$ cat src/rtl/ebp_pkg.sv
// Constants, register map and types for the enhanced bridge PWM block.
// Assumes one system clock and an Avalon-MM slave port with 32-bit data.
// Notes on behaviour
// RULE_01 - Up to four outputs, ten-bit duty resolution
// RULE_02 - Mode field: 00 single,10 half,01 fwd,11 rev
// RULE_03 - Mode-select bits set output active polarity
// RULE_04 - First enable waits for new period start
// RULE_05 - Control register zero releases all pins
// RULE_06 - Pins unused by mode stay unclaimed
// RULE_07 - Half-bridge: A modulated, B complement
// RULE_08 - Half-bridge dead band delays activation, instruction cycles
// RULE_09 - Dead band beyond duty keeps output inactive
// RULE_10 - Forward: A active, D modulated, B,C inactive
// RULE_11 - Reverse: C active, B modulated, A,D inactive
// RULE_12 - Single mode outputs enabled only by steering
// RULE_13 - Time base: timer plus two clock/prescaler bits
// RULE_14 - Software clears direction bits of used pins
// RULE_15 - Outputs relocatable by alternate pin selects
// RULE_16 - Shutdown, restart, dead band, steering registers exist
// RULE_17 - Period match: clear timer, set output, latch duty
// RULE_18 - Time base equals duty: output goes inactive
// RULE_19 - Duty: eight high bits plus two control bits
// RULE_20 - Claimed idle outputs drive polarity inactive level
package ebp_pkg;
    // Word offsets on the register bus (byte address = 4 * index)
    localparam logic [3:0] OFS_MODULE_CTRL  = 4'h0;
    localparam logic [3:0] OFS_DUTY_HIGH    = 4'h1;
    localparam logic [3:0] OFS_PERIOD       = 4'h2;
    localparam logic [3:0] OFS_TIMER_CTRL   = 4'h3;
    localparam logic [3:0] OFS_TIMER_COUNT  = 4'h4;
    localparam logic [3:0] OFS_DEADBAND     = 4'h5;
    localparam logic [3:0] OFS_STEERING     = 4'h6;
    localparam logic [3:0] OFS_SHUTDOWN     = 4'h7;
    localparam logic [3:0] OFS_TIMER_SELECT = 4'h8;
    localparam logic [3:0] OFS_ALT_PIN      = 4'h9;
    localparam logic [3:0] OFS_STATUS       = 4'hA;
    // Field positions
    localparam int MODE_LSB     = 6;  // bridge_mode_field [7:6]
    localparam int DUTY_LO_LSB  = 4;  // duty_low_bits [5:4]
    localparam int PWM_SEL_LSB  = 2;  // polarity_mode_bits [3:2] = 11
    localparam int POL_AC_BIT   = 1;  // A,C active low when set
    localparam int POL_BD_BIT   = 0;  // B,D active low when set
    localparam int RUN_BIT      = 2;  // timer_run_bit
    localparam int PRESC_LSB    = 0;  // prescale_select [1:0]
    // Encodings and reset values
    localparam logic [1:0] MODE_SINGLE = 2'h0;
    localparam logic [1:0] MODE_FWD    = 2'h1;
    localparam logic [1:0] MODE_HALF   = 2'h2;
    localparam logic [1:0] MODE_REV    = 2'h3;
    localparam logic [1:0] PWM_SEL     = 2'h3;
    localparam logic [7:0] RST_REG     = 8'h00;
    localparam logic [7:0] RST_PERIOD  = 8'hFF;
    // Timing: one instruction cycle is four oscillator periods
    localparam int INSTR_OSC_PERIODS = 4;
    localparam real CLK_PERIOD_NS    = 4.0;
    localparam real OSC_PERIOD_NS    = 4.0;
    localparam int CYC_PER_INSTR     =
        int'(INSTR_OSC_PERIODS * OSC_PERIOD_NS / CLK_PERIOD_NS);
    localparam logic [5:0] PRESC_MAX_1  = 6'(CYC_PER_INSTR - 1);
    localparam logic [5:0] PRESC_MAX_4  = 6'(CYC_PER_INSTR * 4 - 1);
    localparam logic [5:0] PRESC_MAX_16 = 6'(CYC_PER_INSTR * 16 - 1);

    typedef enum logic [1:0] {ST_IDLE, ST_ARMED, ST_RUN} ebp_run_t;

    // Pin group towards the gate drivers
    typedef struct packed {
        logic [3:0] lvl;     // Level for outputs d,c,b,a
        logic [3:0] oe_pri;  // Driving primary location
        logic [3:0] oe_alt;  // Driving alternate location
    } ebp_pins_t;

    // Whole state of the block
    typedef struct packed {
        logic [7:0]  module_ctrl;
        logic [7:0]  duty_high;
        logic [7:0]  period;
        logic [7:0]  timer_ctrl;
        logic [7:0]  timer_count;
        logic [7:0]  deadband;
        logic [7:0]  steering;
        logic [7:0]  shutdown;
        logic [7:0]  timer_select;
        logic [7:0]  alt_pin;
        logic [5:0]  presc;
        logic [9:0]  duty_shadow;
        logic        raw;
        ebp_run_t    run;
        logic [8:0]  dly_a;
        logic [8:0]  dly_b;
        ebp_pins_t   pins;
        logic        ack;
        logic [31:0] rdata;
    } ebp_state_t;
endpackage : ebp_pkg

$ cat src/rtl/ebp_pwm.sv
// Enhanced bridge PWM generator with Avalon-MM register slave.
// Assumes a 250 MHz clock used directly as the oscillator, and that
// software sets port directions for every pin this block claims.
`timescale 1ns/1ps
module ebp_pwm
(
    input  wire logic              ref_clk_in,        // System clock
    input  wire logic              reset_in,          // Async reset, high
    input  wire logic [3:0]        avs_address_in,    // Word address
    input  wire logic              avs_read_in,       // Read request
    input  wire logic              avs_write_in,      // Write request
    input  wire logic [31:0]       avs_writedata_in,  // Write data
    input  wire logic [3:0]        avs_byteenable_in, // Byte lanes
    output logic [31:0]            avs_readdata_out,  // Read data
    output logic                   avs_waitrequest_out, // Stall
    output ebp_pkg::ebp_pins_t     pins_out           // Pin levels, enables
);

    ebp_pkg::ebp_state_t s_r;
    ebp_pkg::ebp_state_t s_nxt;

    logic        req;
    logic        wr;
    logic        pwm_mode;
    logic [1:0]  mode;
    logic        tick;
    logic        rollover;
    logic [1:0]  tb_low;
    logic [9:0]  timebase;
    logic [9:0]  tb_next;
    logic [9:0]  duty_new;
    logic [8:0]  db_load;
    logic [3:0]  act;
    logic [3:0]  claim;
    logic [3:0]  low;
    logic        gen_on;

    // Prescaler wrap value for the selected ratio
    function automatic logic [5:0] presc_max(input logic [1:0] sel);
        case (sel)
            2'h0:    presc_max = ebp_pkg::PRESC_MAX_1;
            2'h1:    presc_max = ebp_pkg::PRESC_MAX_4;
            default: presc_max = ebp_pkg::PRESC_MAX_16;
        endcase
    endfunction

    // Low time base bits: clock phase at 1:1, prescaler bits otherwise
    function automatic logic [1:0] tb_lsb(input logic [1:0] sel,
                                          input logic [5:0] p);
        case (sel)
            2'h0:    tb_lsb = p[1:0];
            2'h1:    tb_lsb = p[3:2];
            default: tb_lsb = p[5:4];
        endcase
    endfunction

    // Register read mux, unmapped words read as zero
    function automatic logic [31:0] read_mux(input ebp_pkg::ebp_state_t st,
                                             input logic [3:0] a);
        logic [7:0] v;
        v = 8'h00;
        case (a)
            ebp_pkg::OFS_MODULE_CTRL:  v = st.module_ctrl;
            ebp_pkg::OFS_DUTY_HIGH:    v = st.duty_high;
            ebp_pkg::OFS_PERIOD:       v = st.period;
            ebp_pkg::OFS_TIMER_CTRL:   v = st.timer_ctrl;
            ebp_pkg::OFS_TIMER_COUNT:  v = st.timer_count;
            ebp_pkg::OFS_DEADBAND:     v = st.deadband;
            ebp_pkg::OFS_STEERING:     v = st.steering;
            ebp_pkg::OFS_SHUTDOWN:     v = st.shutdown;
            ebp_pkg::OFS_TIMER_SELECT: v = st.timer_select;
            ebp_pkg::OFS_ALT_PIN:      v = st.alt_pin;
            default:                   v = 8'h00;
        endcase
        if (a == ebp_pkg::OFS_STATUS)
            read_mux = {16'h0000, 2'(st.run), st.raw, 3'h0,
                        st.duty_shadow};
        else
            read_mux = {24'h000000, v};
    endfunction

    // Decoded views of the control registers
    assign req      = avs_read_in | avs_write_in;
    assign wr       = avs_write_in & s_r.ack & avs_byteenable_in[0];
    assign mode     = s_r.module_ctrl[ebp_pkg::MODE_LSB +: 2];
    assign pwm_mode = (s_r.module_ctrl[ebp_pkg::PWM_SEL_LSB +: 2]
                       == ebp_pkg::PWM_SEL);
    assign low      = {s_r.module_ctrl[ebp_pkg::POL_BD_BIT],
                       s_r.module_ctrl[ebp_pkg::POL_AC_BIT],
                       s_r.module_ctrl[ebp_pkg::POL_BD_BIT],
                       s_r.module_ctrl[ebp_pkg::POL_AC_BIT]}; // RULE_03
    assign gen_on   = (s_r.run == ebp_pkg::ST_RUN);
    assign duty_new = {s_r.duty_high,
                       s_r.module_ctrl[ebp_pkg::DUTY_LO_LSB +: 2]}; // RULE_19
    assign db_load  = {s_r.deadband[6:0], 2'b00}; // RULE_08

    // Time base: low bits come from the clock phase or the prescaler
    assign tb_low   = tb_lsb(s_r.timer_ctrl[ebp_pkg::PRESC_LSB +: 2],
                             s_r.presc);
    assign timebase = {s_r.timer_count, tb_low}; // RULE_13
    assign tick     = s_r.timer_ctrl[ebp_pkg::RUN_BIT] &
                      (s_r.presc ==
                       presc_max(s_r.timer_ctrl[ebp_pkg::PRESC_LSB +: 2]));
    assign rollover = tick & (s_r.timer_count == s_r.period); // RULE_17

    // Per-mode steering of the modulated signal onto the four outputs
    always_comb
    begin
        act   = 4'h0;
        claim = 4'h0;
        case (mode)
            ebp_pkg::MODE_SINGLE:
            begin
                claim = s_r.steering[3:0]; // RULE_12
                act   = {4{s_r.raw & gen_on}} & s_r.steering[3:0];
            end
            ebp_pkg::MODE_HALF:
            begin
                claim = 4'h3; // RULE_06
                act[0] = gen_on & s_r.raw & (s_r.dly_a == 9'h000); // RULE_07
                act[1] = gen_on & ~s_r.raw & (s_r.dly_b == 9'h000); // RULE_09
            end
            ebp_pkg::MODE_FWD:
            begin
                claim = 4'hF;
                act   = {s_r.raw & gen_on, 1'b0, 1'b0, gen_on}; // RULE_10
            end
            ebp_pkg::MODE_REV:
            begin
                claim = 4'hF;
                act   = {1'b0, gen_on, s_r.raw & gen_on, 1'b0}; // RULE_11
            end
            default:
            begin
                claim = 4'h0;
                act   = 4'h0;
            end
        endcase
        if (!pwm_mode)
            claim = 4'h0; // RULE_05
    end

    // Next state: bus slave, timer, duty buffer, dead band and pins
    always_comb
    begin
        s_nxt = s_r;
        // One wait state, then the answer; read data loaded meanwhile
        s_nxt.ack = req & ~s_r.ack;
        if (req && !s_r.ack)
            s_nxt.rdata = read_mux(s_r, avs_address_in);
        // Timer and prescaler
        if (s_r.timer_ctrl[ebp_pkg::RUN_BIT])
            s_nxt.presc = tick ? 6'h00 : 6'(s_r.presc + 6'h01);
        if (tick)
            s_nxt.timer_count = rollover ? 8'h00
                                         : 8'(s_r.timer_count + 8'h01);
        // Time base as it will stand after this edge
        tb_next = {s_nxt.timer_count,
                   tb_lsb(s_r.timer_ctrl[ebp_pkg::PRESC_LSB +: 2],
                          s_nxt.presc)};
        // Start only on a period boundary so no partial pulse leaks
        case (s_r.run)
            ebp_pkg::ST_IDLE:
                if (pwm_mode)
                    s_nxt.run = ebp_pkg::ST_ARMED;
            ebp_pkg::ST_ARMED:
                if (!pwm_mode)
                    s_nxt.run = ebp_pkg::ST_IDLE;
                else if (rollover)
                    s_nxt.run = ebp_pkg::ST_RUN; // RULE_04
            ebp_pkg::ST_RUN:
                if (!pwm_mode)
                    s_nxt.run = ebp_pkg::ST_IDLE;
            default:
                s_nxt.run = ebp_pkg::ST_IDLE;
        endcase
        // Period start sets, duty match clears; set wins on collision
        if (rollover && pwm_mode)
        begin
            s_nxt.duty_shadow = duty_new; // RULE_17
            s_nxt.raw         = (duty_new != 10'h000);
        end
        else if (!pwm_mode)
            s_nxt.raw = 1'b0;
        // Clear on the coming match so the pulse lasts exactly the duty
        else if (timebase == s_r.duty_shadow
                 || tb_next == s_r.duty_shadow)
            s_nxt.raw = 1'b0; // RULE_18
        // Dead band counters reload while their side is inactive
        if (!s_r.raw)
            s_nxt.dly_a = db_load;
        else if (s_r.dly_a != 9'h000)
            s_nxt.dly_a = 9'(s_r.dly_a - 9'h001); // RULE_08
        if (s_r.raw)
            s_nxt.dly_b = db_load;
        else if (s_r.dly_b != 9'h000)
            s_nxt.dly_b = 9'(s_r.dly_b - 9'h001); // RULE_08
        // Pins: active xor polarity gives the inactive level when idle
        s_nxt.pins.lvl    = act ^ low; // RULE_20
        s_nxt.pins.oe_pri = claim & ~s_r.alt_pin[3:0]; // RULE_15
        s_nxt.pins.oe_alt = claim & s_r.alt_pin[3:0]; // RULE_01
        // Register writes take effect at the answering edge
        if (wr)
        begin
            case (avs_address_in)
                ebp_pkg::OFS_MODULE_CTRL:
                    s_nxt.module_ctrl = avs_writedata_in[7:0]; // RULE_02
                ebp_pkg::OFS_DUTY_HIGH:
                    s_nxt.duty_high = avs_writedata_in[7:0];
                ebp_pkg::OFS_PERIOD:
                    s_nxt.period = avs_writedata_in[7:0];
                ebp_pkg::OFS_TIMER_CTRL:
                    s_nxt.timer_ctrl = {1'b0, avs_writedata_in[6:0]};
                ebp_pkg::OFS_TIMER_COUNT:
                    s_nxt.timer_count = avs_writedata_in[7:0];
                ebp_pkg::OFS_DEADBAND:
                    s_nxt.deadband = avs_writedata_in[7:0]; // RULE_16
                ebp_pkg::OFS_STEERING:
                    s_nxt.steering = {4'h0, avs_writedata_in[3:0]};
                ebp_pkg::OFS_SHUTDOWN:
                    s_nxt.shutdown = avs_writedata_in[7:0];
                ebp_pkg::OFS_TIMER_SELECT:
                    s_nxt.timer_select = avs_writedata_in[7:0];
                ebp_pkg::OFS_ALT_PIN:
                    s_nxt.alt_pin = {4'h0, avs_writedata_in[3:0]};
                default:
                    s_nxt.alt_pin = s_r.alt_pin;
            endcase
        end
    end

    // State register
    always_ff @(posedge ref_clk_in or posedge reset_in)
    begin
        if (reset_in)
        begin
            s_r              <= '0;
            s_r.period       <= ebp_pkg::RST_PERIOD;
            s_r.module_ctrl  <= ebp_pkg::RST_REG;
            s_r.run          <= ebp_pkg::ST_IDLE;
        end
        else
            s_r <= s_nxt;
    end

    // Bus answer and pins; waitrequest drops in the answering cycle
    assign avs_waitrequest_out = req & ~s_r.ack;
    assign avs_readdata_out    = s_r.rdata;
    assign pins_out            = s_r.pins;
endmodule // ebp_pwm

$ cat config.mk
export PLATFORM = sky130hd
export DESIGN_NAME = ebp_pwm
export DESIGN_NICKNAME = d
export VERILOG_FILES = /design/src/rtl/ebp_pkg.sv /design/src/rtl/ebp_pwm.sv
export SDC_FILE = /design/constraint.sdc
export NUM_CORES = 1
export LEC_CHECK = 0
export BUFFER_PORTS_ARGS = -buffer_cell sky130_fd_sc_hd__clkbuf_2
export CAP_MARGIN = 20
export CORE_MARGIN = 3
export CORE_UTILIZATION = 37
export CTS_BUF_LIST = sky130_fd_sc_hd__clkbuf_2
export DETAILED_ROUTE_END_ITERATION = 8
export PLACE_DENSITY = 0.65
export SLEW_MARGIN = 20
export SYNTH_ARGS = -nofsm -noshare
export SYNTH_HDL_FRONTEND = slang
export SYNTH_SLANG_ARGS = --single-unit
$ cat constraint.sdc
create_clock -name ref_clk_in -period 5.8 [get_ports ref_clk_in]
set_input_delay 0.87 -clock ref_clk_in [delete_from_list [all_inputs] [get_ports ref_clk_in]]
set_output_delay 0.87 -clock ref_clk_in [all_outputs]
set_load 0.01 [all_outputs]
==> Yosys cells after proc, flatten, opt, wreduce, memory -nomap -nowiden <==
Index checks and enable logic that the tools add are counted.
W data, S select, Z words.
{ "word_totals": {"ff_bits": 153, "in_bits": 44, "word_cells": 125} }
{ "op_classes": {"n_addsub": 4, "eq_ne": 26, "n_mux": 32, "n_bitwise": 17, "reduce_logical": 25} }
{ "op_table": {"columns": ["operator", "count"], "rows": [
  ["$pmux W8 S10", 1],
  ["$mux W48", 1],
  ["$mux W8", 6],
  ["$mux W9", 4],
  ["$eq A10 B10 Y1", 2],
  ["$logic_not A9 Y1", 2],
  ["$reduce_and A2 Y1", 9],
  ["$reduce_bool A9 Y1", 2],
  ["$sub A9 B1 Y9 const B", 2],
  ["$eq A4 B3 Y1 const B", 4],
  ["$mux W16", 1],
  ["$and A4 B4 Y4", 3],
  ["$eq A4 B4 Y1 const B", 3],
  ["$mux W4", 3],
  ["$mux W6", 2],
  ["$pmux W2 S3", 2],
  ["$pmux W4 S3", 1],
  ["$pmux W6 S2", 1],
  ["$reduce_bool A10 Y1", 1],
  ["$and A1 B1 Y1", 9],
  ["$add A8 B1 Y8 const B", 1],
  ["$eq A2 B2 Y1 const B", 4],
  ["$eq A4 B2 Y1 const B", 2],
  ["$eq A8 B8 Y1", 1],
  ["other kinds (24)", 37]
]} }

==> Longest topological paths before layout <==
Gate-level depths: netlist of the first run.
{ "depth": {"ltp_word": 12, "ltp_mapped": 10, "depth_no_buf": 9} }

==> Worst setup path before layout of the first run <==
Ideal clock, no wire load.
{ "synth_timing": {"path_type": "input to register", "from": "input avs_address_in[3]", "to": "register s_r[102] (netlist name)", "setup_time_ns": 0.125, "t_arrival_ns": 2.348, "t_required_ns": 5.675, "setup_slack_ns": 3.327, "cell_stages": 6, "path_cell_list": "clkbuf_1 nor2b_1 nor2b_1 nor2b_1 clkbuf_1 mux2_2"} }
{ "synth_between": {"elab_chain_cells": 2} }
{ "synth_rtl": {"columns": ["item", "line_no", "text"], "rows": [
  ["from (decl)", "ebp_pwm.sv:9", "input wire logic [3:0] avs_address_in,"],
  ["$eq A4 B3 Y1", "ebp_pwm.sv:205", "case (avs_address_in)"],
  ["$reduce_and A2 Y1 (no source line)", null, null],
  ["to (signal assigned)", "ebp_pwm.sv:243", "s_r <= s_nxt;"],
  ["to (decl)", "ebp_pwm.sv:19", "ebp_pkg::ebp_state_t s_r;"]
]} }
No other way between the ends.
A chain may end at the register's enable or synchronous reset.

==> Worst setup path in the final report of the first run <==
{ "layout_timing": {"from": "register s_r[131] (netlist name)", "to": "register s_r[65] (netlist name)"} }
{ "layout_between": {"elab_chain_cells": 10, "word_cells_on_any_way": 18, "classes_between": "eq/ne: 5; mux: 8; bitwise: 2; reduce/logical: 3"} }
{ "layout_rtl": {"columns": ["item", "line_no", "text"], "rows": [
  ["$eq A2 B1 Y1 or $logic_not A2 Y1 (tied branches)", "ebp_pwm.sv:40, ebp_pwm.sv:50", null],
  ["$pmux W6 S2", "ebp_pwm.sv:40", "case (sel)"],
  ["$eq A6 B6 Y1", "ebp_pwm.sv:102", "(s_r.presc =="],
  ["$and A1 B1 Y1", "ebp_pwm.sv:101", "assign tick = s_r.timer_ctrl[ebp_pkg::RUN_BIT] &"],
  ["$mux W6 or $and A1 B1 Y1 (tied branches)", "ebp_pwm.sv:153, ebp_pwm.sv:104", null],
  ["$mux W6 or $mux W8 (tied branches)", "ebp_pwm.sv:152, ebp_pwm.sv:155", null],
  ["$pmux W2 S2 or $mux W8 (tied branches)", "ebp_pwm.sv:50, ebp_pwm.sv:154", null],
  ["$eq A10 B10 Y1", "ebp_pwm.sv:187", "|| tb_next == s_r.duty_shadow)"],
  ["$logic_or A1 B1 Y1", "ebp_pwm.sv:187", null],
  ["$ne A3 B1 Y1 (no source line)", null, null]
]} }
Parallel ways exist; a longest one is shown, timed or not.

==> results summary, run 1 <==
The flow ran to the end, and the final reports show no timing, DRC or antenna violations. Setup repair after global routing left no endpoint under its margin. The first-pass GRT wire length came out at 30,810 µm. The number of hold buffers added after CTS was 0.

The count of endpoints failing hold in the final timing report is 0. Wires add up to 19,290 µm. The final clock period utilization by the worst path came out at between 50% and 60%. The reported max-cap violation count came out at 0.

Synthesis produced 762 cells. After global routing the overflow that remains totals 0. The number of fill cells in the layout came out at 1,921.

The share of async-settable or async-resettable flops after synthesis came out at between 90% and 100%. In the final timing run, aggregate negative setup slack is 0 ns. The number of setup buffers added after CTS is 0.

The share of cells above drive strength 1 came out at 21.28%. The area of the core region is 0.01972 mm². For this block, the initial DRC count from the detailed router was 532.

Derived from the worst setup path, the maximum achievable clock frequency is 288.5 MHz. The total setup violations reported at the end of the flow is 0. The number of sinks driven by the clock tree is 134. In the synthesized netlist the dominant register cell turns out to be sky130_fd_sc_hd__dfrtp_1. The number of warning messages in the yosys log came out at 0.

The slew at the pin closest to its max-slew limit came out at a little over 1 ns. In this run, CTS created clock tree buffers numbering 17. The fraction of met3 tracks used by global routing is 3.534%. At the end of routability-driven placement, the weighted congestion stood at 0.9322.

The maximum level of the CTS H-tree came out at 4. CTS placed an instance of sky130_fd_sc_hd__clkbuf_2 at the clock tree root. The area of the mapped netlist came out at 0.007516 mm². The post-cts sizing count is 0.

The quantity of I/O buffers inserted on ports is 42. Clock skew on the completed layout was measured at 0.02453 ns. The worst path setup slack after routing came out at 2.334 ns.

The total die area is 0.02206 mm². The type of element launching the critical path is a flop. After detailed routing, the average wire length per cell comes to 18.69 µm.

The ratio of routed vias to standard cells is 5.511. The worst ir drop on vdd came out at 0.1021 mV. The most crowded layer after global routing is met2.

The post-synthesis area per instance came out at ~10 µm². The total non-filler cell area in the finished layout is 0.007886 mm². The kind of end point of the critical path is a flop. The clock-pin slew on the worst setup and hold paths came out at 0.20 ns. The share of the Yosys chip area taken by registers is 44.75%. The worst register-to-register path begins at s_r[131]. For this run, design rule violations remaining after detail routing come to 0.

The number of optimization iterations in the first detailed-route pass is 5. The final layout contains 801 nets. The largest buffer count on any clock path is 2.

Global routing used between 10% and 20% of the available tracks across all layers. The largest net degree at the start of global routing is 84. In this run the remaining antenna-violating nets after routing total 0.

In this run the core area contains 51 standard-cell rows. The area growth from synthesis to layout came out at 4.928%. The netlist uses between 70 and 80 different library cells. After synthesis, the cell types taking the most area are sky130_fd_sc_hd__dfrtp_1 (42%), sky130_fd_sc_hd__mux2_2 (9.9%), sky130_fd_sc_hd__buf_4 (4.5%), sky130_fd_sc_hd__xnor2_1 (3.5%), sky130_fd_sc_hd__nor2_1 (3.1%). The kind of critical path is flop to flop. The instance area at placement is 0.007617 mm². The post-placement worst setup slack came out at 2.335 ns.

The synthesized design contains 0 enable-type register cells. At the worst endpoint, the required time is 6.41 ns. Global routing consumed, on the met1 layer, around a quarter of the routing resources. The number of max-slew violations in the final report came out at 0. In this run the worst setup path begins at s_r[131]. Dividing total power by cell area gives a power density of between 300 and 400 mW/mm². The minimum period implied by the final worst setup slack is between 3 and 4 ns. The HPWL reported at the end of detailed placement came out at 13,560 µm.

Summed over all instances, the cell type with the most area after synthesis is sky130_fd_sc_hd__dfrtp_1. Across all layers, the routed design uses 5,687 vias. The peak fanout along the critical path came out at 16. For met2 alone, demand over resource in global routing was 28.37%. The leakage power is 3.498 nW.

The initial core utilization came out at 38.12%. The path class of the tightest hold or removal check is primary input to asynchronous set/reset pin. The flip-flop and latch count after synthesis is roughly 130. The share of synthesized area in the top cell type comes to 41.95%. At the later pin of the worst-skew pair, clock insertion delay measures 0.72 ns.

The x dimension of the die came out at 148.5 µm. The number of antenna violations at the first check in global routing was 2. After layout, the design draws a total of 2.394 mW. The data arrival time of the worst path came out at 4.08 ns. The via count of the first global-routing pass came out at around 5,400. The clock tree from TritonCTS is done.

The height of the die is 148.5 µm. The I/O pin count is 89. The normalized max-slew margin came out at 31.03%.
==> kinds of logic (layout without fill, tap and decap cells) <==
family          count (synthesis)  count (layout)  synth area share (%)
other cells                     1              20               0.04989
mux                            79              79                 11.67
compound gates                166             166                 15.08
buf+inv                       112              98                 8.174
simple gates                  226             226                 14.95
fa+ha+maj                       4               4                0.6659
xor+xnor                       40              40                 4.661
flops                         134             134                 44.75
==> worst max-delay path, cell delays in order (launching register included) <==
cell                       delay (ns)
sky130_fd_sc_hd__dfrtp_1         0.60
sky130_fd_sc_hd__or4_4           0.62
sky130_fd_sc_hd__a221o_2         0.54
sky130_fd_sc_hd__nor4_4          0.75
sky130_fd_sc_hd__a21boi_1        0.39
sky130_fd_sc_hd__a221o_1         0.16
sky130_fd_sc_hd__nor4_1          0.05
sky130_fd_sc_hd__a21oi_1         0.26
==> sequential cells by signal (all words and copies together), names as in the netlist <==
| name | cells |
|---|---|
| s_r | 88 |
| db_load | 7 |
| pins_out | 12 |
| low | 2 |
| avs_readdata_out | 13 |
| mode | 2 |
| duty_new | 10 |
==> path summary, 6_finish.rpt <==
kind | end | slack (ns) | cells after the start
max reg2reg | s_r[65] | 2.33 | 7
min | s_r[136] | 0.26 | 2
min reg2reg | s_r[63] | 0.50 | 1
max | s_r[65] | 2.33 | 7
min in group ref_clk_in | db_load[6] | 0.39 | 3
max in group asynchronous | s_r[99] | 4.33 | 3
==> cell usage in the layout (no fill, tap or decap), types with 5 or more instances in the layout <==
| cell type | synthesis | layout |
|---|---|---|
| sky130_fd_sc_hd__nand3_1 | 15 | 15 |
| sky130_fd_sc_hd__nand2_1 | 57 | 57 |
| sky130_fd_sc_hd__nand2b_1 | 8 | 8 |
| sky130_fd_sc_hd__inv_1 | 21 | 20 |
| sky130_fd_sc_hd__nor3_1 | 21 | 21 |
| sky130_fd_sc_hd__mux2i_1 | 10 | 10 |
| sky130_fd_sc_hd__clkbuf_2 | 0 | 59 |
| sky130_fd_sc_hd__xor2_1 | 10 | 10 |
| sky130_fd_sc_hd__mux2_2 | 66 | 66 |
| sky130_fd_sc_hd__a22oi_1 | 21 | 21 |
| sky130_fd_sc_hd__dfstp_2 | 8 | 8 |
| sky130_fd_sc_hd__a221oi_1 | 5 | 5 |
| sky130_fd_sc_hd__conb_1 | 1 | 19 |
| sky130_fd_sc_hd__nor2b_1 | 14 | 14 |
| sky130_fd_sc_hd__a22o_1 | 10 | 10 |
| sky130_fd_sc_hd__a31oi_1 | 9 | 9 |
| sky130_fd_sc_hd__a211oi_1 | 7 | 7 |
| sky130_fd_sc_hd__nand4_1 | 7 | 7 |
| sky130_fd_sc_hd__xnor2_1 | 30 | 30 |
| sky130_fd_sc_hd__a21oi_1 | 28 | 28 |
| sky130_fd_sc_hd__or3_1 | 7 | 7 |
| sky130_fd_sc_hd__dfrtp_1 | 126 | 125 |
| sky130_fd_sc_hd__o21ai_0 | 41 | 41 |
| sky130_fd_sc_hd__nor2_1 | 63 | 63 |
| sky130_fd_sc_hd__and2_1 | 5 | 5 |
==> cell type report <==
class / instances / area, µm² / area share [%]
Clock inverter: 15 / 176.4 / 2.237
Sequential cell: 134 / 3364 / 42.66
Timing Repair Buffer: 45 / 232.7 / 2.951
Inverter: 21 / 83.83 / 1.063
Clock buffer: 17 / 85.08 / 1.079
Multi-Input combinational cell: 534 / 3610 / 45.77
Antenna cell: 1 / 2.502 / 0.03173
Tap cell: 265 / 331.6 / 4.204
==> synthesized netlist by cell type, types with 9 or more instances <==
cell type	number
sky130_fd_sc_hd__a21oi_1	28
sky130_fd_sc_hd__a22o_1	10
sky130_fd_sc_hd__a22oi_1	21
sky130_fd_sc_hd__a31oi_1	9
sky130_fd_sc_hd__buf_4	45
sky130_fd_sc_hd__clkbuf_1	28
sky130_fd_sc_hd__dfrtp_1	126
sky130_fd_sc_hd__inv_1	21
sky130_fd_sc_hd__mux2_2	66
sky130_fd_sc_hd__mux2i_1	10
sky130_fd_sc_hd__nand2_1	57
sky130_fd_sc_hd__nand3_1	15
sky130_fd_sc_hd__nor2_1	63
sky130_fd_sc_hd__nor2b_1	14
sky130_fd_sc_hd__nor3_1	21
sky130_fd_sc_hd__o21ai_0	41
sky130_fd_sc_hd__xnor2_1	30
sky130_fd_sc_hd__xor2_1	10
==> power breakdown <==
part	total, mW	leakage, nW	internal [mW]	switching, mW
clock network	0.612	0.153	0.243	0.369
logic	0.548	1.61	0.258	0.289
registers	1.23	1.74	1.05	0.181
==> stage by stage <==
step	hold WS, ns	utilization [%]	instances
floorplan	0.4260	-	780
global placement	0.4661	38.63	999
detailed placement	0.4728	38.63	999
CTS	0.2539	39.96	1031
global route	0.2788	40.00	1032
finish	0.2615	40.00	1032
==> metal layers <==
| metal | share of wire, % | up-vias |
|---|---|---|
| met1 | 46 | 2772 |
| met4 | 2.0 | 2 |
| met5 | 0.062 | - |
| li1 | - | 2657 |
| met2 | 46 | 224 |
| met3 | 6.2 | 32 |
(Power assumes the default switching activity.)
==> inputs of run 2 (changes only) <==
Settings changed: ABC_AREA set to 1.
Clock period 5.8 ns to 3.6 ns, I/O delays scaled along.
==> results summary, run 2 <==
The post-cts sizing count came out at 0. The HPWL reported at the end of detailed placement came out at 14,310 µm. The total routing resource utilization after global routing is a little under a fifth. In this run the deepest clock path goes through 2 buffers. The x dimension of the die is 145.2 µm. Setup repair after global routing left no endpoint under its margin.

The clock tree from TritonCTS is done. The quantity of I/O buffers inserted on ports is between 40 and 50. The flow ran to the end, and the final reports show no timing, DRC or antenna violations. In the layout the commonest cells are sky130_fd_sc_hd__nand2_1 (260), sky130_fd_sc_hd__dfrtp_1 (126), sky130_fd_sc_hd__o21ai_0 (106), sky130_fd_sc_hd__inv_1 (102), sky130_fd_sc_hd__clkbuf_2 (62). Summing every instance area after synthesis gives 0.007166 mm². The share of async-settable or async-resettable flops after synthesis is 100.0%. At the pin with the least slew margin, the transition time is about 0.75 ns. The kind of end point of the critical path is an output pin.

After floorplanning, the core was sized to cover 0.01889 mm². The most used flip-flop cell after synthesis is sky130_fd_sc_hd__dfrtp_1. In the final routed layout, each cell accounts on average for roughly 16 µm. The worst setup path is of the flop to output pin kind.

The ratio of routed vias to standard cells is 5.034. The clock-pin slew on the worst setup and hold paths is 0.19 ns. The number of antenna violations at the first check in global routing came to 1. The initial core utilization came out at 37.93%. Static timing analysis puts the maximum clock frequency at 426.1 MHz. The synthesized design devotes to its leading area cell type between 40% and 50% of total area.

The count of nets left with antenna violations after detail routing came out at 0. The total die area is 0.02107 mm². The area growth from synthesis to layout is 5.797%. The aggregate routed wire length came out at 19,280 µm. The final instance count without filler cells is 1,208. The required time reported for the critical path endpoint came out at just over 3 ns.

The first detailed-routing pass ran for 5 iterations. Setup violations remaining at the end of the flow were counted as 0. After synthesis, the most frequently instantiated cells are sky130_fd_sc_hd__nand2_1 (260), sky130_fd_sc_hd__dfrtp_1 (126), sky130_fd_sc_hd__o21ai_0 (106).

The worst setup path is launched from a flop. The detailed router finished its first iteration with approximately 480 violations. The share of the Yosys chip area taken by registers is 46.94%. Of the cells placed in the final design, the portion with a size suffix greater than 1 is 10.68%. The number of synthesized flops with an enable pin came out at 0.

Entering global routing, the biggest net connects 63 pins. The final-layout setup total negative slack is 0 ns. The number of sinks driven by the clock tree is 134. The worst hold path class is primary input to flop.

The I/O pin count is 89. The number of buffers created by CTS came out at 17. The ratio of total power to cell area came out at about 530 mW/mm².

The normalized max-slew margin is 50.14%. The global-route congestion overflow total came out at 0. The number of max-slew violations in the final report came out at 0. After detailed routing, the number of remaining DRC violations is 0. The clock latency of the later-clocked register in the worst-skew pair is 0.73 ns. The root buffer cell is sky130_fd_sc_hd__clkbuf_2. Ranked by flip-flop count, first place goes to s_r. The height of the die came out at 145.2 µm. The reported max-cap violation count came out at 0. Counting tap cells, the placed design contains a total of 1,173 instances. The post-synthesis area per instance came out at roughly 7.9 µm². In the final design database the tool counted 982 nets. In the post-synthesis netlist, the biggest area contributors are sky130_fd_sc_hd__dfrtp_1 (44%), sky130_fd_sc_hd__nand2_1 (14%), sky130_fd_sc_hd__o21ai_0 (7.4%), sky130_fd_sc_hd__inv_1 (5.4%), sky130_fd_sc_hd__buf_4 (4.6%). The number of flip-flops under the largest register name came out at about 90. Subtracting the final worst setup slack from the clock period gives 2.347 ns. Leaving out fill and tap cells, the most frequent cell in the layout is sky130_fd_sc_hd__nand2_1.

The maximum level of the CTS H-tree came out at 4. The library cell with the largest summed area after synthesis is sky130_fd_sc_hd__dfrtp_1. The count of endpoints failing hold in the final timing report is 0.

The worst-case IR drop observed on VDD is between 0.2 and 0.25 mV. The count of standard-cell rows is 50. STA puts the critical path data arrival time at 1.81 ns.

The final weighted congestion in routability-driven placement is approximately 0.90. The worst path uses between 60% and 70% of the clock period. The post-synthesis cell type count is 43. The leakage power is 3.703 nW. The most used standard cell by instance count after synthesis is sky130_fd_sc_hd__nand2_1. The cell count after synthesis came out at 912. The number of warning messages in the yosys log came out at 0. The via count of the first global-routing pass came out at between 5,000 and 6,000. The final clock skew came out at 0.01857 ns. The first-pass GRT wire length came out at 30,890 µm. The synthesized design contains 134 register bits.

Of all nets on the critical path, the largest fanout is 8. The vias after detailed routing is 6,081.
## run 2: cell count changes in the layout (fill, tap and decap cells not counted), moves of 24 or more
cell and delta:
sky130_fd_sc_hd__nand2_1 +203, sky130_fd_sc_hd__inv_1 +82, sky130_fd_sc_hd__mux2_2 -66, sky130_fd_sc_hd__o21ai_0 +65
sky130_fd_sc_hd__nand3_1 +30, sky130_fd_sc_hd__a21oi_1 -24
## run 2: what timing repair did
| action | 4_1_cts | 5_1_grt |
|---|---|---|
| hold buffers | 2 | 0 |
| buffers inserted | 0 | 0 |
| endpoints found under the hold margin | 33 | 0 |
## run 2: per-layer routing
metal  vias up  part of all wire [%]  track usage [%]  wire [µm]
met2       183                    46            28.83       8887
met5         -                     0                0          0
met3        38                   5.4            4.341       1045
met4         0                   3.0            7.123        572
li1       2969                     -                -          -
met1      2891                    45            25.33       8771
## run 2: final timing paths
| check | from | cells past startpoint | to | slack [ns] |
|---|---|---|---|---|
| min in group asynchronous | reset_in | 3 | pins_out[7] | 0.45 |
| worst min register to register | s_r[83] | 1 | pins_out[5] | 0.47 |
| worst max-delay path | s_r[32] | 2 | avs_waitrequest_out | 1.25 |
| worst max register to register | s_r[76] | 16 | s_r[65] | 1.29 |
| max in group asynchronous | reset_in | 4 | avs_readdata_out[9] | 2.19 |
| worst min-delay path | avs_writedata_in[2] | 3 | s_r[124] | 0.05 |
## run 2: kinds of logic (layout without fill, tap and decap cells)
| group | Yosys count | count (layout) | share of synthesized area, % |
|---|---|---|---|
| DFF | 134 | 134 | 46.94 |
| AOI/OAI and AO/OA | 167 | 167 | 13.64 |
| and+or+nand+nor | 404 | 404 | 23.64 |
| buffers and inverters | 176 | 192 | 11.86 |
| xor gates and xnor gates | 26 | 26 | 3.178 |
| other | 1 | 21 | 0.05233 |
| adders and majority gates | 4 | 4 | 0.6985 |
## run 2: layout make-up
class / count / area, µm²
Clock inverter: 11 / 61.31
Tap cell: 260 / 325.3
Multi-Input combinational cell: 620 / 3020
Clock buffer: 20 / 100.1
Timing Repair Buffer: 49 / 280.3
Sequential cell: 134 / 3363
Fill cell: 2011 / 11310
Antenna cell: 2 / 5.005
Inverter: 112 / 425.4
## run 2: metrics by stage
step	instance area [µm²]	setup WS (ns)	utilization [%]	hold WS [ns]	total power [mW]
2_1_floorplan	7237	1.401	-	0.4238	3.005
3_3_place_gp	7395	1.226	39.14	0.4396	3.291
3_5_place_dp	7395	1.203	39.14	0.4422	3.317
4_1_cts	7576	1.203	40.10	0.01066	4.036
5_1_grt	7581	1.043	40.13	0.01184	4.343
6_report	7581	1.253	40.13	0.04570	4.033
## run 2: critical path: stages, from the launching register on
cell and delay, ns:
sky130_fd_sc_hd__dfrtp_1 0.42, sky130_fd_sc_hd__nor2_1 0.44, sky130_fd_sc_hd__clkbuf_2 0.23
## run 2: where the power goes
group | switching, mW | internal, mW | total, mW
Clock | 0.548 | 0.174 | 0.722
Combinational | 0.819 | 0.468 | 1.29
Sequential | 0.269 | 1.75 | 2.02
Total | 1.64 | 2.40 | 4.03
